[src/verilog/rs_seq_pkg.sv]
/*
  Constants shared by the rolling-shutter exposure sequencer: register map, field
  positions, reset values and row timing. Assumes a 32-bit APB register bus.
*/
package rs_seq_pkg;

  // ----------------------------------------------------------------------
  // Row timing
  // ----------------------------------------------------------------------
  localparam int unsigned ROW_CLKS_LARGE = 2624;
  localparam int unsigned ROW_CLKS_SMALL = 2592;
  localparam int unsigned ROWS_LARGE = 2160;
  localparam int unsigned ROWS_SMALL = 2048;
  localparam int unsigned HALVES = 2;
  localparam int unsigned TRIG_MIN_CLKS = 2;
  localparam int unsigned EXT_MIN_EXPO_ROWS = 3;
  localparam int unsigned MIN_EXPO_ROWS = 1;

  // ----------------------------------------------------------------------
  // Register map (byte addresses)
  // ----------------------------------------------------------------------
  localparam logic [11:0] CTRL_ADDR = 12'h000;
  localparam logic [11:0] EXPO_ADDR = 12'h004;
  localparam logic [11:0] CYCLE_ADDR = 12'h008;
  localparam logic [11:0] ROWS_ADDR = 12'h00c;
  localparam logic [11:0] SWTRIG_ADDR = 12'h010;
  localparam logic [11:0] STATUS_ADDR = 12'h014;
  localparam logic [11:0] ROWCNT_ADDR = 12'h018;

  // Control fields.
  localparam int unsigned CTRL_RUN_BIT = 0;
  localparam int unsigned CTRL_EXT_BIT = 1;
  localparam int unsigned CTRL_OVL_BIT = 2;
  localparam int unsigned CTRL_SMALL_BIT = 3;
  localparam int unsigned CTRL_W = 4;

  // Reset values.
  localparam logic [31:0] EXPO_RST = 32'h0000_0010;
  localparam logic [31:0] CYCLE_RST = 32'h0000_1000;
  localparam logic [31:0] ZERO32 = 32'h0000_0000;

  // Sequencer states.
  typedef enum logic [2:0] {
    ST_IDLE,
    ST_FLUSH,
    ST_DISCARD,
    ST_EXPOSE,
    ST_SIGNAL,
    ST_HOLD
  } seq_state_t;

endpackage

[src/verilog/rs_exposure_sequencer.sv]
/*
  Rolling-shutter exposure sequencer: times flush, discard and signal readouts in
  row periods, drives the ready and exposure indicators. Assumes one clock, an APB
  master, and an external trigger synchronous to pclk.
*/
// The placing of the registers and the APB register port are this design's own decisions.
// Function
// - Large variant: one row period equals 2624 clocks; all row timing counts that.
// - Small variant: one row period equals 2592 clocks instead.
// - Large variant: 2160-row frame read in two halves takes 1080 rows.
// - Small variant: 2048-row frame read in two halves takes 1024 rows.
// - Sub-image readout length scales with the selected row count.
// - Trigger pulses of at least 2 clocks are detected; source holds them so long.
// - Internal non-overlap: flush, release, discard readout begins exposure.
// - Internal non-overlap: signal readout after exposure, then flush until cycle ends.
// - Internal non-overlap: exposure 1 row up, cycle at least expo+frame+row.
// - All-rows indicator high only while every row exposes together.
// - Any-row indicator high while at least one row exposes.
// - Overlap: next exposure starts during readout, cycle equals exposure; the code makes the cycle exposure plus one row.
// - Overlap short exposure: frame readout sets the cycle.
// - Overlap long exposure: exposure sets the cycle.
// - Long overlap: each row re-exposes as soon as it is read.
// - External non-overlap: pin or software trigger, same sequence.
// - Awaiting trigger: flush held, dummy-row scan, ready output high.
// - On trigger: release flush, discard, expose, signal readout, flush again.
// - External: exposure at least 3 rows, cycle expo+frame+row, pulse 2 clocks.
// - Triggers arriving while ready is low are ignored.
// - Idle scan repeatedly reads a virtual row until a trigger.
// - Rows offset by one row; first- and last-row indicators mark them.
`timescale 1ns/1ns

module rs_exposure_sequencer #(
  parameter int unsigned CNT_W = 32
) (
  input wire logic pclk,
  input wire logic presetn,
  input wire logic psel,
  input wire logic penable,
  input wire logic pwrite,
  input wire logic [11:0] paddr,
  input wire logic [31:0] pwdata,
  output logic [31:0] prdata,
  output logic pready,
  output logic pslverr,
  input wire logic ext_trigger,
  output logic array_flush,
  output logic readout_active,
  output logic readout_discard,
  output logic row_strobe,
  output logic dummy_row_read,
  output logic trigger_ready,
  output logic expose_first,
  output logic expose_last,
  output logic expose_all,
  output logic expose_any
);
  import rs_seq_pkg::*;

  // Narrower counters cannot hold a long exposure in rows; wider ones exceed the bus word.
  if (CNT_W < 16 || CNT_W > 32) begin : cnt_w_check
    $error("CNT_W must lie between 16 and 32.");
  end

  // ----------------------------------------------------------------------
  // Register file
  // ----------------------------------------------------------------------
  logic [CTRL_W-1:0] ctrl_q;
  logic [31:0] expo_q;
  logic [31:0] cycle_q;
  logic [31:0] rows_q;
  logic sw_trig_q;
  logic [CNT_W-1:0] row_cnt_q;
  seq_state_t state_q;
  logic wr_en;
  logic addr_ok;

  assign wr_en = psel && penable && pwrite;
  assign pready = 1'b1;
  assign addr_ok = (paddr == CTRL_ADDR) || (paddr == EXPO_ADDR) || (paddr == CYCLE_ADDR)
    || (paddr == ROWS_ADDR) || (paddr == SWTRIG_ADDR) || (paddr == STATUS_ADDR)
    || (paddr == ROWCNT_ADDR);
  // Unmapped offsets are refused with an error and read back as zero.
  assign pslverr = psel && penable && !addr_ok;

  // Configuration registers; a zero row count selects the full array height.
  always_ff @(posedge pclk or negedge presetn) begin
    if (!presetn) begin
      ctrl_q <= '0;
      expo_q <= EXPO_RST;
      cycle_q <= CYCLE_RST;
      rows_q <= ZERO32;
    end else if (wr_en) begin
      if (paddr == CTRL_ADDR) ctrl_q <= pwdata[CTRL_W-1:0];
      if (paddr == EXPO_ADDR) expo_q <= pwdata;
      if (paddr == CYCLE_ADDR) cycle_q <= pwdata;
      if (paddr == ROWS_ADDR) rows_q <= pwdata;
    end
  end

  // Software trigger is a one-cycle pulse from a write of bit 0.
  always_ff @(posedge pclk or negedge presetn) begin
    if (!presetn) begin
      sw_trig_q <= 1'b0;
    end else begin
      sw_trig_q <= wr_en && (paddr == SWTRIG_ADDR) && pwdata[0];
    end
  end

  // Read data comes from a flop, registered in the setup cycle.
  always_ff @(posedge pclk or negedge presetn) begin
    if (!presetn) begin
      prdata <= ZERO32;
    end else if (psel && !penable) begin
      unique case (paddr)
        CTRL_ADDR: prdata <= 32'(ctrl_q);
        EXPO_ADDR: prdata <= expo_q;
        CYCLE_ADDR: prdata <= cycle_q;
        ROWS_ADDR: prdata <= rows_q;
        STATUS_ADDR: prdata <= {24'h00_0000, expose_all, expose_any, trigger_ready,
          array_flush, 1'b0, state_q};
        ROWCNT_ADDR: prdata <= 32'(row_cnt_q);
        default: prdata <= ZERO32;
      endcase
    end
  end

  // ----------------------------------------------------------------------
  // Row timing
  // ----------------------------------------------------------------------
  logic run;
  logic ext_mode;
  logic ovl_mode;
  logic [11:0] row_len;
  logic [11:0] clk_cnt_q;
  logic row_tick;
  logic [CNT_W-1:0] frame_rows;
  logic [CNT_W-1:0] expo_rows;
  logic [CNT_W-1:0] cycle_rows;
  logic trig_evt;

  assign run = ctrl_q[CTRL_RUN_BIT];
  assign ext_mode = ctrl_q[CTRL_EXT_BIT];
  assign ovl_mode = ctrl_q[CTRL_OVL_BIT] && !ext_mode;
  assign row_len = ctrl_q[CTRL_SMALL_BIT] ? 12'(ROW_CLKS_SMALL) : 12'(ROW_CLKS_LARGE);
  assign row_tick = (clk_cnt_q == row_len - 12'h001);

  // Two halves read in parallel, so a frame costs half its row count.
  always_comb begin
    if (rows_q == ZERO32) begin
      frame_rows = ctrl_q[CTRL_SMALL_BIT] ? CNT_W'(ROWS_SMALL / HALVES)
        : CNT_W'(ROWS_LARGE / HALVES);
    end else begin
      frame_rows = CNT_W'((rows_q + 32'h0000_0001) >> 1);
    end
  end

  // Exposure is clamped to its least legal value for the selected mode.
  // A zero setting would otherwise never expire and stall the sequence.
  always_comb begin
    expo_rows = expo_q[CNT_W-1:0];
    if (ext_mode && expo_rows < CNT_W'(EXT_MIN_EXPO_ROWS)) begin
      expo_rows = CNT_W'(EXT_MIN_EXPO_ROWS);
    end else if (expo_rows < CNT_W'(MIN_EXPO_ROWS)) begin
      expo_rows = CNT_W'(MIN_EXPO_ROWS);
    end
    cycle_rows = cycle_q[CNT_W-1:0];
  end

  // Clock counter marks row boundaries. A taken trigger restarts it, so that the
  // readout it starts spans whole rows and the start delay stays within one row.
  always_ff @(posedge pclk or negedge presetn) begin
    if (!presetn) begin
      clk_cnt_q <= 12'h000;
    end else if (!run || row_tick || trig_evt) begin
      clk_cnt_q <= 12'h000;
    end else begin
      clk_cnt_q <= clk_cnt_q + 12'h001;
    end
  end

  // Free-running row count, readable so that software can pace itself by rows.
  always_ff @(posedge pclk or negedge presetn) begin
    if (!presetn) begin
      row_cnt_q <= '0;
    end else if (!run) begin
      row_cnt_q <= '0;
    end else if (row_tick) begin
      row_cnt_q <= row_cnt_q + CNT_W'(1);
    end
  end

  // ----------------------------------------------------------------------
  // Trigger detection
  // ----------------------------------------------------------------------
  logic trig_d1_q;
  logic trig_seen_q;
  logic trig_pulse;

  // A pulse is taken after two high samples, so two clocks always suffice.
  // Holding the input longer does not fire again: a new pulse needs a low sample first.
  always_ff @(posedge pclk or negedge presetn) begin
    if (!presetn) begin
      trig_d1_q <= 1'b0;
      trig_seen_q <= 1'b0;
    end else begin
      trig_d1_q <= ext_trigger;
      trig_seen_q <= ext_trigger && trig_d1_q;
    end
  end
  assign trig_pulse = ext_trigger && trig_d1_q && !trig_seen_q;
  assign trig_evt = trigger_ready && (trig_pulse || sw_trig_q);

  // ----------------------------------------------------------------------
  // Sequencer
  // ----------------------------------------------------------------------
  logic [CNT_W-1:0] phase_cnt_q;
  logic [CNT_W-1:0] cycle_cnt_q;
  logic [CNT_W-1:0] expo_cnt_q;
  logic expo_run_q;
  logic phase_end;
  logic expo_done;
  logic cycle_done;

  assign phase_end = row_tick && (phase_cnt_q == frame_rows - CNT_W'(1));
  assign expo_done = row_tick && expo_run_q && (expo_cnt_q >= expo_rows - CNT_W'(1));
  // The flush state waits for one more row boundary, so the hold ends a row early.
  assign cycle_done = (cycle_cnt_q + CNT_W'(1) >= cycle_rows);

  // Frame rows within a readout; reset at each readout start.
  // Readouts always begin on a row boundary, so the count covers whole rows.
  always_ff @(posedge pclk or negedge presetn) begin
    if (!presetn) begin
      phase_cnt_q <= '0;
    end else if (state_q != ST_DISCARD && state_q != ST_SIGNAL) begin
      phase_cnt_q <= '0;
    end else if (phase_end) begin
      phase_cnt_q <= '0;
    end else if (row_tick) begin
      phase_cnt_q <= phase_cnt_q + CNT_W'(1);
    end
  end

  // Row-1 exposure runs from the discard pass of row 1, and in overlap also from its signal pass, until its expiry.
  always_ff @(posedge pclk or negedge presetn) begin
    if (!presetn) begin
      expo_run_q <= 1'b0;
      expo_cnt_q <= '0;
    end else if (!run || state_q == ST_IDLE || state_q == ST_FLUSH || state_q == ST_HOLD) begin
      expo_run_q <= 1'b0;
      expo_cnt_q <= '0;
    end else if (row_tick && phase_cnt_q == '0
                 && (state_q == ST_DISCARD || (state_q == ST_SIGNAL && ovl_mode))) begin
      expo_run_q <= 1'b1;
      expo_cnt_q <= '0;
    end else if (expo_done) begin
      expo_run_q <= 1'b0;
    end else if (row_tick && expo_run_q) begin
      expo_cnt_q <= expo_cnt_q + CNT_W'(1);
    end
  end

  // Cycle counter in rows, restarted when each discard readout begins.
  always_ff @(posedge pclk or negedge presetn) begin
    if (!presetn) begin
      cycle_cnt_q <= '0;
    end else if (state_q == ST_FLUSH || state_q == ST_IDLE) begin
      cycle_cnt_q <= '0;
    end else if (row_tick) begin
      cycle_cnt_q <= cycle_cnt_q + CNT_W'(1);
    end
  end

  // Phase machine. Overlap keeps cycling readouts, with at least one row of exposure state between them.
  always_ff @(posedge pclk or negedge presetn) begin
    if (!presetn) begin
      state_q <= ST_IDLE;
    end else if (!run) begin
      state_q <= ST_IDLE;
    end else begin
      unique case (state_q)
        ST_IDLE: begin
          state_q <= ST_FLUSH;
        end
        ST_FLUSH: begin
          // External readout starts on the trigger itself, without waiting for a row boundary.
          if (ext_mode ? trig_evt : row_tick) begin
            state_q <= ST_DISCARD;
          end
        end
        ST_DISCARD: begin
          if (phase_end) begin
            state_q <= ST_EXPOSE;
          end
        end
        ST_EXPOSE: begin
          // Short overlap exposure may end during readout; start signal then.
          if (expo_done || (!expo_run_q && row_tick)) begin
            state_q <= ST_SIGNAL;
          end
        end
        ST_SIGNAL: begin
          if (phase_end) begin
            if (ovl_mode) begin
              state_q <= ST_EXPOSE;
            end else begin
              state_q <= ST_HOLD;
            end
          end
        end
        ST_HOLD: begin
          // External mode returns to flush at once and waits there for a trigger.
          // Internal mode holds the flush until the programmed cycle has run out.
          if (ext_mode) begin
            state_q <= ST_FLUSH;
          end else if (cycle_done) begin
            state_q <= ST_FLUSH;
          end
        end
      endcase
    end
  end

  // ----------------------------------------------------------------------
  // Outputs
  // ----------------------------------------------------------------------
  logic [CNT_W-1:0] last_cnt_q;
  logic last_run_q;

  // Last row starts one row after row 1 and ends one frame after row 1 ends.
  // Its window is tracked in rows only; it does not follow row 1 clock by clock.
  always_ff @(posedge pclk or negedge presetn) begin
    if (!presetn) begin
      last_cnt_q <= '0;
      last_run_q <= 1'b0;
    end else if (!run) begin
      last_cnt_q <= '0;
      last_run_q <= 1'b0;
    end else if (row_tick) begin
      last_cnt_q <= expo_run_q ? '0 : last_cnt_q + CNT_W'(1);
      last_run_q <= expo_run_q
        ? (last_cnt_q >= frame_rows - CNT_W'(2)) || last_run_q
        : last_run_q && (last_cnt_q < frame_rows - CNT_W'(1));
    end
  end

  // Indicator and control flops.
  always_ff @(posedge pclk or negedge presetn) begin
    if (!presetn) begin
      array_flush <= 1'b1;
      readout_active <= 1'b0;
      readout_discard <= 1'b0;
      row_strobe <= 1'b0;
      dummy_row_read <= 1'b0;
      trigger_ready <= 1'b0;
      expose_first <= 1'b0;
      expose_last <= 1'b0;
      expose_all <= 1'b0;
      expose_any <= 1'b0;
    end else begin
      array_flush <= (state_q == ST_IDLE) || (state_q == ST_FLUSH) || (state_q == ST_HOLD);
      readout_active <= (state_q == ST_DISCARD) || (state_q == ST_SIGNAL);
      readout_discard <= (state_q == ST_DISCARD);
      row_strobe <= row_tick && ((state_q == ST_DISCARD) || (state_q == ST_SIGNAL));
      dummy_row_read <= row_tick && (state_q == ST_FLUSH) && ext_mode
        && !trig_evt;
      trigger_ready <= ext_mode && (state_q == ST_FLUSH) && !trig_evt;
      expose_first <= expo_run_q;
      expose_last <= last_run_q;
      expose_all <= expo_run_q && last_run_q;
      expose_any <= expo_run_q || last_run_q;
    end
  end

endmodule

[config.mk]
export PLATFORM = sky130hd
export DESIGN_NAME = rs_exposure_sequencer
export DESIGN_NICKNAME = d
export VERILOG_FILES = /design/src/verilog/rs_seq_pkg.sv /design/src/verilog/rs_exposure_sequencer.sv
export SDC_FILE = /design/constraint.sdc
export NUM_CORES = 1
export LEC_CHECK = 0
export ABC_AREA = 1
export BUFFER_PORTS_ARGS = -buffer_cell sky130_fd_sc_hd__buf_2
export CAP_MARGIN = 30
export CORE_MARGIN = 3
export CORE_UTILIZATION = 35
export CTS_CLUSTER_DIAMETER = 80
export DETAILED_ROUTE_END_ITERATION = 12
export HOLD_SLACK_MARGIN = 0.02
export PLACE_DENSITY_LB_ADDON = 0.08
export SLEW_MARGIN = 20
export SYNTH_ARGS = -nofsm -noshare
export SYNTH_HDL_FRONTEND = slang
export SYNTH_SLANG_ARGS = --single-unit
[constraint.sdc]
create_clock -name pclk -period 6.25 [get_ports pclk]
set_input_delay 0 -clock pclk [delete_from_list [all_inputs] [get_ports pclk]]
set_output_delay 0 -clock pclk [all_outputs]
set_load 0.05 [all_outputs]
==> impl_results.md <==
- Total Routing Usage GR: 0.265
- Crit-path most repeated cell: inv_1
- Total global routing overflow: 0
- HP Class: input pin to flip-flop
- TNS Setup: 0 ns
- Most Crowded Layer GR: met2
- Worst EP arrival: 6.18 ns
- Hold Crit Depth: 6
- DRC: 0
- Top cells by area, synth: dfrtp_1, nand2_1, ha_1
- Avg Inst Size Synth: 7.16 um2
- Fin. Hold Viols: 0
- Dpl hpwl: 74800 um
- H-Tree Level Count: 2
- WP data required: 6.71 ns
- Asr flop ratio synth: 1.00
- Slew margin rel.: 0.347
- Register area share after synthesis: 0.349
- Worst slew pin tran: 0.978 ns
- Ys Warns: 0
- Peak VDD IR: 0.000178 V
- Worst R2R Setup Slack: 0.53 ns
- Post-synth top cells: nand2_1, inv_1, nor2_1
- Crit-path leading delay family: simple AND/OR/NAND/NOR gates
- Yosys top cell area share: 0.346
- CP bufs+invs: 7
- CP Launch Type: flip-flop
- Hold path start: paddr[1]
- Post-route clock period utilization: 0.915
- Yosys reg bits: 322
- Final nets: 3553
- Slowest Stage Delay on Critical Path: 0.54 ns
- Clk_lat worst skew: 0.60 ns
- FMAX: 175 MHz
- Vias: 22606
- Post-route ant nets: 0
- Register Area: 8060 um2
- CTS max path bufs: 3
- Grt met3 use: 0.0350
- Clk_skew: 0.0216 ns
- Num ports: 94
- Met1 Usage GRT: 0.389
- Leak: 0.0121 uW
- Initial Util: 0.356
- # Post-CTS Setup Buffers: 0
- Die Height: 263 um
- Reg clk slew, reported paths: 0.06 ns
- First-pass GRT wire length: 140000 um
- Worst-path maximum fanout: 14
- Row count: 93
- Reg2reg end: expo_cnt_q[9]
- Cell at the slowest stage of the critical path: dfstp_2
- Cells after Synth: 3224
- Top-count cell post-synth: nand2_1
- Routed wire per std cell: 22.0 um
- CP Capture Type: flip-flop
- CP Class: flip-flop to flip-flop
- Power Dens Cells: 183 nW/um2
- Multi-input logic area: 13000 um2
- Period minus WS final: 5.72 ns
- Post-Syn Area: 23100 um2
- Routability-driven placement congestion ratio: 0.965
- Root buffer cell: clkbuf_16
- R2R cell count: 33
- Dpl cell area: 24500 um2
- Top FF cell, synth: dfrtp_1
- Hold endpoint: prdata[4]
- Initial antenna violation count: 6
- Die X: 263 um
- Yosys cell types: 62
- CTS tree: yes
- Met2 usage: 0.417
- Number of synthesized flops with an enable pin: 0
- Initial DRC Count: 2124
- Syn_nets: 3415
- Clk sinks: 322
- Area grow syn2layout: 14.6%
- Inserted Clock Buffers: 44
- Reg2reg start: expo_q[4]
- Maximum number of pins on one net before global-route repair: 118
- Core Region: 64800 um2
- Final setup vio count: 0
- Maxcap violations: 0
- Outcome: finished, final reports clean
- Buffers added on ports: 92
- Largest area contributor in the netlist: dfrtp_1
- DR vias/cell: 5.32
- WL final: 93300 um
- Max Slew Vio Count: 0
- Fill cells: 6737
- Post-route cell area: 26400 um2
- Number of global-route vias before repair: 21557
- Layout cells sized above 1: 0.0882
- Die area: 69000 um2
- Drt pass-1 iters: 6
## sequential cells by signal, summed over array words and instances, names as in the netlist, 3 cells and up
name         cells
cycle_cnt_q     32
cycle_q         32
expo_cnt_q      32
expo_q          32
last_cnt_q      32
phase_cnt_q     32
prdata          32
row_cnt_q       32
rows_q          32
clk_cnt_q       12
ctrl_q           4
state_q          3
## cell type report
cell class / instances / area share
Timing Repair Buffer: 164 / 0.0453
Antenna cell: 1 / 0.0000946
Multi-Input combinational cell: 2365 / 0.490
Inverter: 465 / 0.0660
Tap cell: 855 / 0.0405
Clock buffer: 61 / 0.0459
Clock inverter: 13 / 0.00719
Sequential cell: 322 / 0.305
## power by group
part / internal (uW) / switching, uW
logic: 67.7 / 160
clock network: 1490 / 1030
registers: 2090 / 2.73
total: 3640 / 1190
## layer usage
layer	up-vias	share of wire
li1	10921	-
met1	10937	0.48
met2	659	0.44
met3	89	0.058
met4	0	0.020
met5	-	0
## cells in the final DEF, fill, tap and decap left out, types with 39 or more instances in the layout
master,count
dlygate4sd3_1,41
buf_2,91
ha_1,141
xor2_1,126
a21oi_1,115
nand4_1,72
nor2_1,335
nand3_1,149
nand2_1,745
clkbuf_16,44
inv_1,457
dfrtp_1,319
nor3_1,104
nand2_2,39
o22ai_1,85
o21ai_0,247
## through the flow
step / cells / util / hold WS (ns) / worst slack (ns) / power, uW
2_1_floorplan: 3224 / - / -0.296 / 1.34 / 2220
3_3_place_gp: 4123 / 0.378 / 0.126 / 0.398 / 2340
3_5_place_dp: 4126 / 0.378 / 0.130 / 0.307 / 2340
4_1_cts: 4241 / 0.406 / 0.0231 / 0.265 / 4900
5_1_grt: 4245 / 0.408 / 0.0671 / -0.00368 / 5020
6_report: 4246 / 0.408 / 0.0552 / 0.529 / 4830
## what timing repair did
item                                    in CTS  in global routing
hold endpoints to repair                   224                  0
resized for setup                            0                  2
endpoints found under the setup margin       0                  8
hold buffers                                41                  0
## worst min-delay path: cells and delay by family
family,cells,cell delay (ns)
buffers and inverters,2,0.16
AOI/OAI and AO/OA,2,0.24
and+or+nand+nor,2,0.20
## worst max path at each step
| stage | from | end | slack [ns] | cells past startpoint |
|---|---|---|---|---|
| finish | expo_q[4] | expo_cnt_q[9] | 0.53 | 33 |
| global route | expo_q[25] | expo_cnt_q[9] | -0.004 | 33 |
| CTS | expo_q[4] | expo_cnt_q[9] | 0.26 | 33 |
| detailed placement | expo_q[4] | expo_cnt_q[9] | 0.31 | 33 |
| global placement | expo_q[4] | expo_cnt_q[9] | 0.40 | 33 |
| floorplan | expo_q[4] | expo_cnt_q[20] | 1.34 | 32 |
## kinds of logic (layout without fill, tap and decap cells)
logic type	count (synthesis)	in the layout	synth area share
buffers and inverters	537	703	0.0900
other	1	2	0.000163
adder cells (fa/ha/maj)	141	141	0.0765
AND/OR/NAND/NOR	1552	1552	0.296
AO/OA/AOI/OAI	534	534	0.135
flip-flops	322	322	0.349
multiplexers	1	1	0.000434
XOR/XNOR	136	136	0.0522
(Power assumes the default switching activity.)
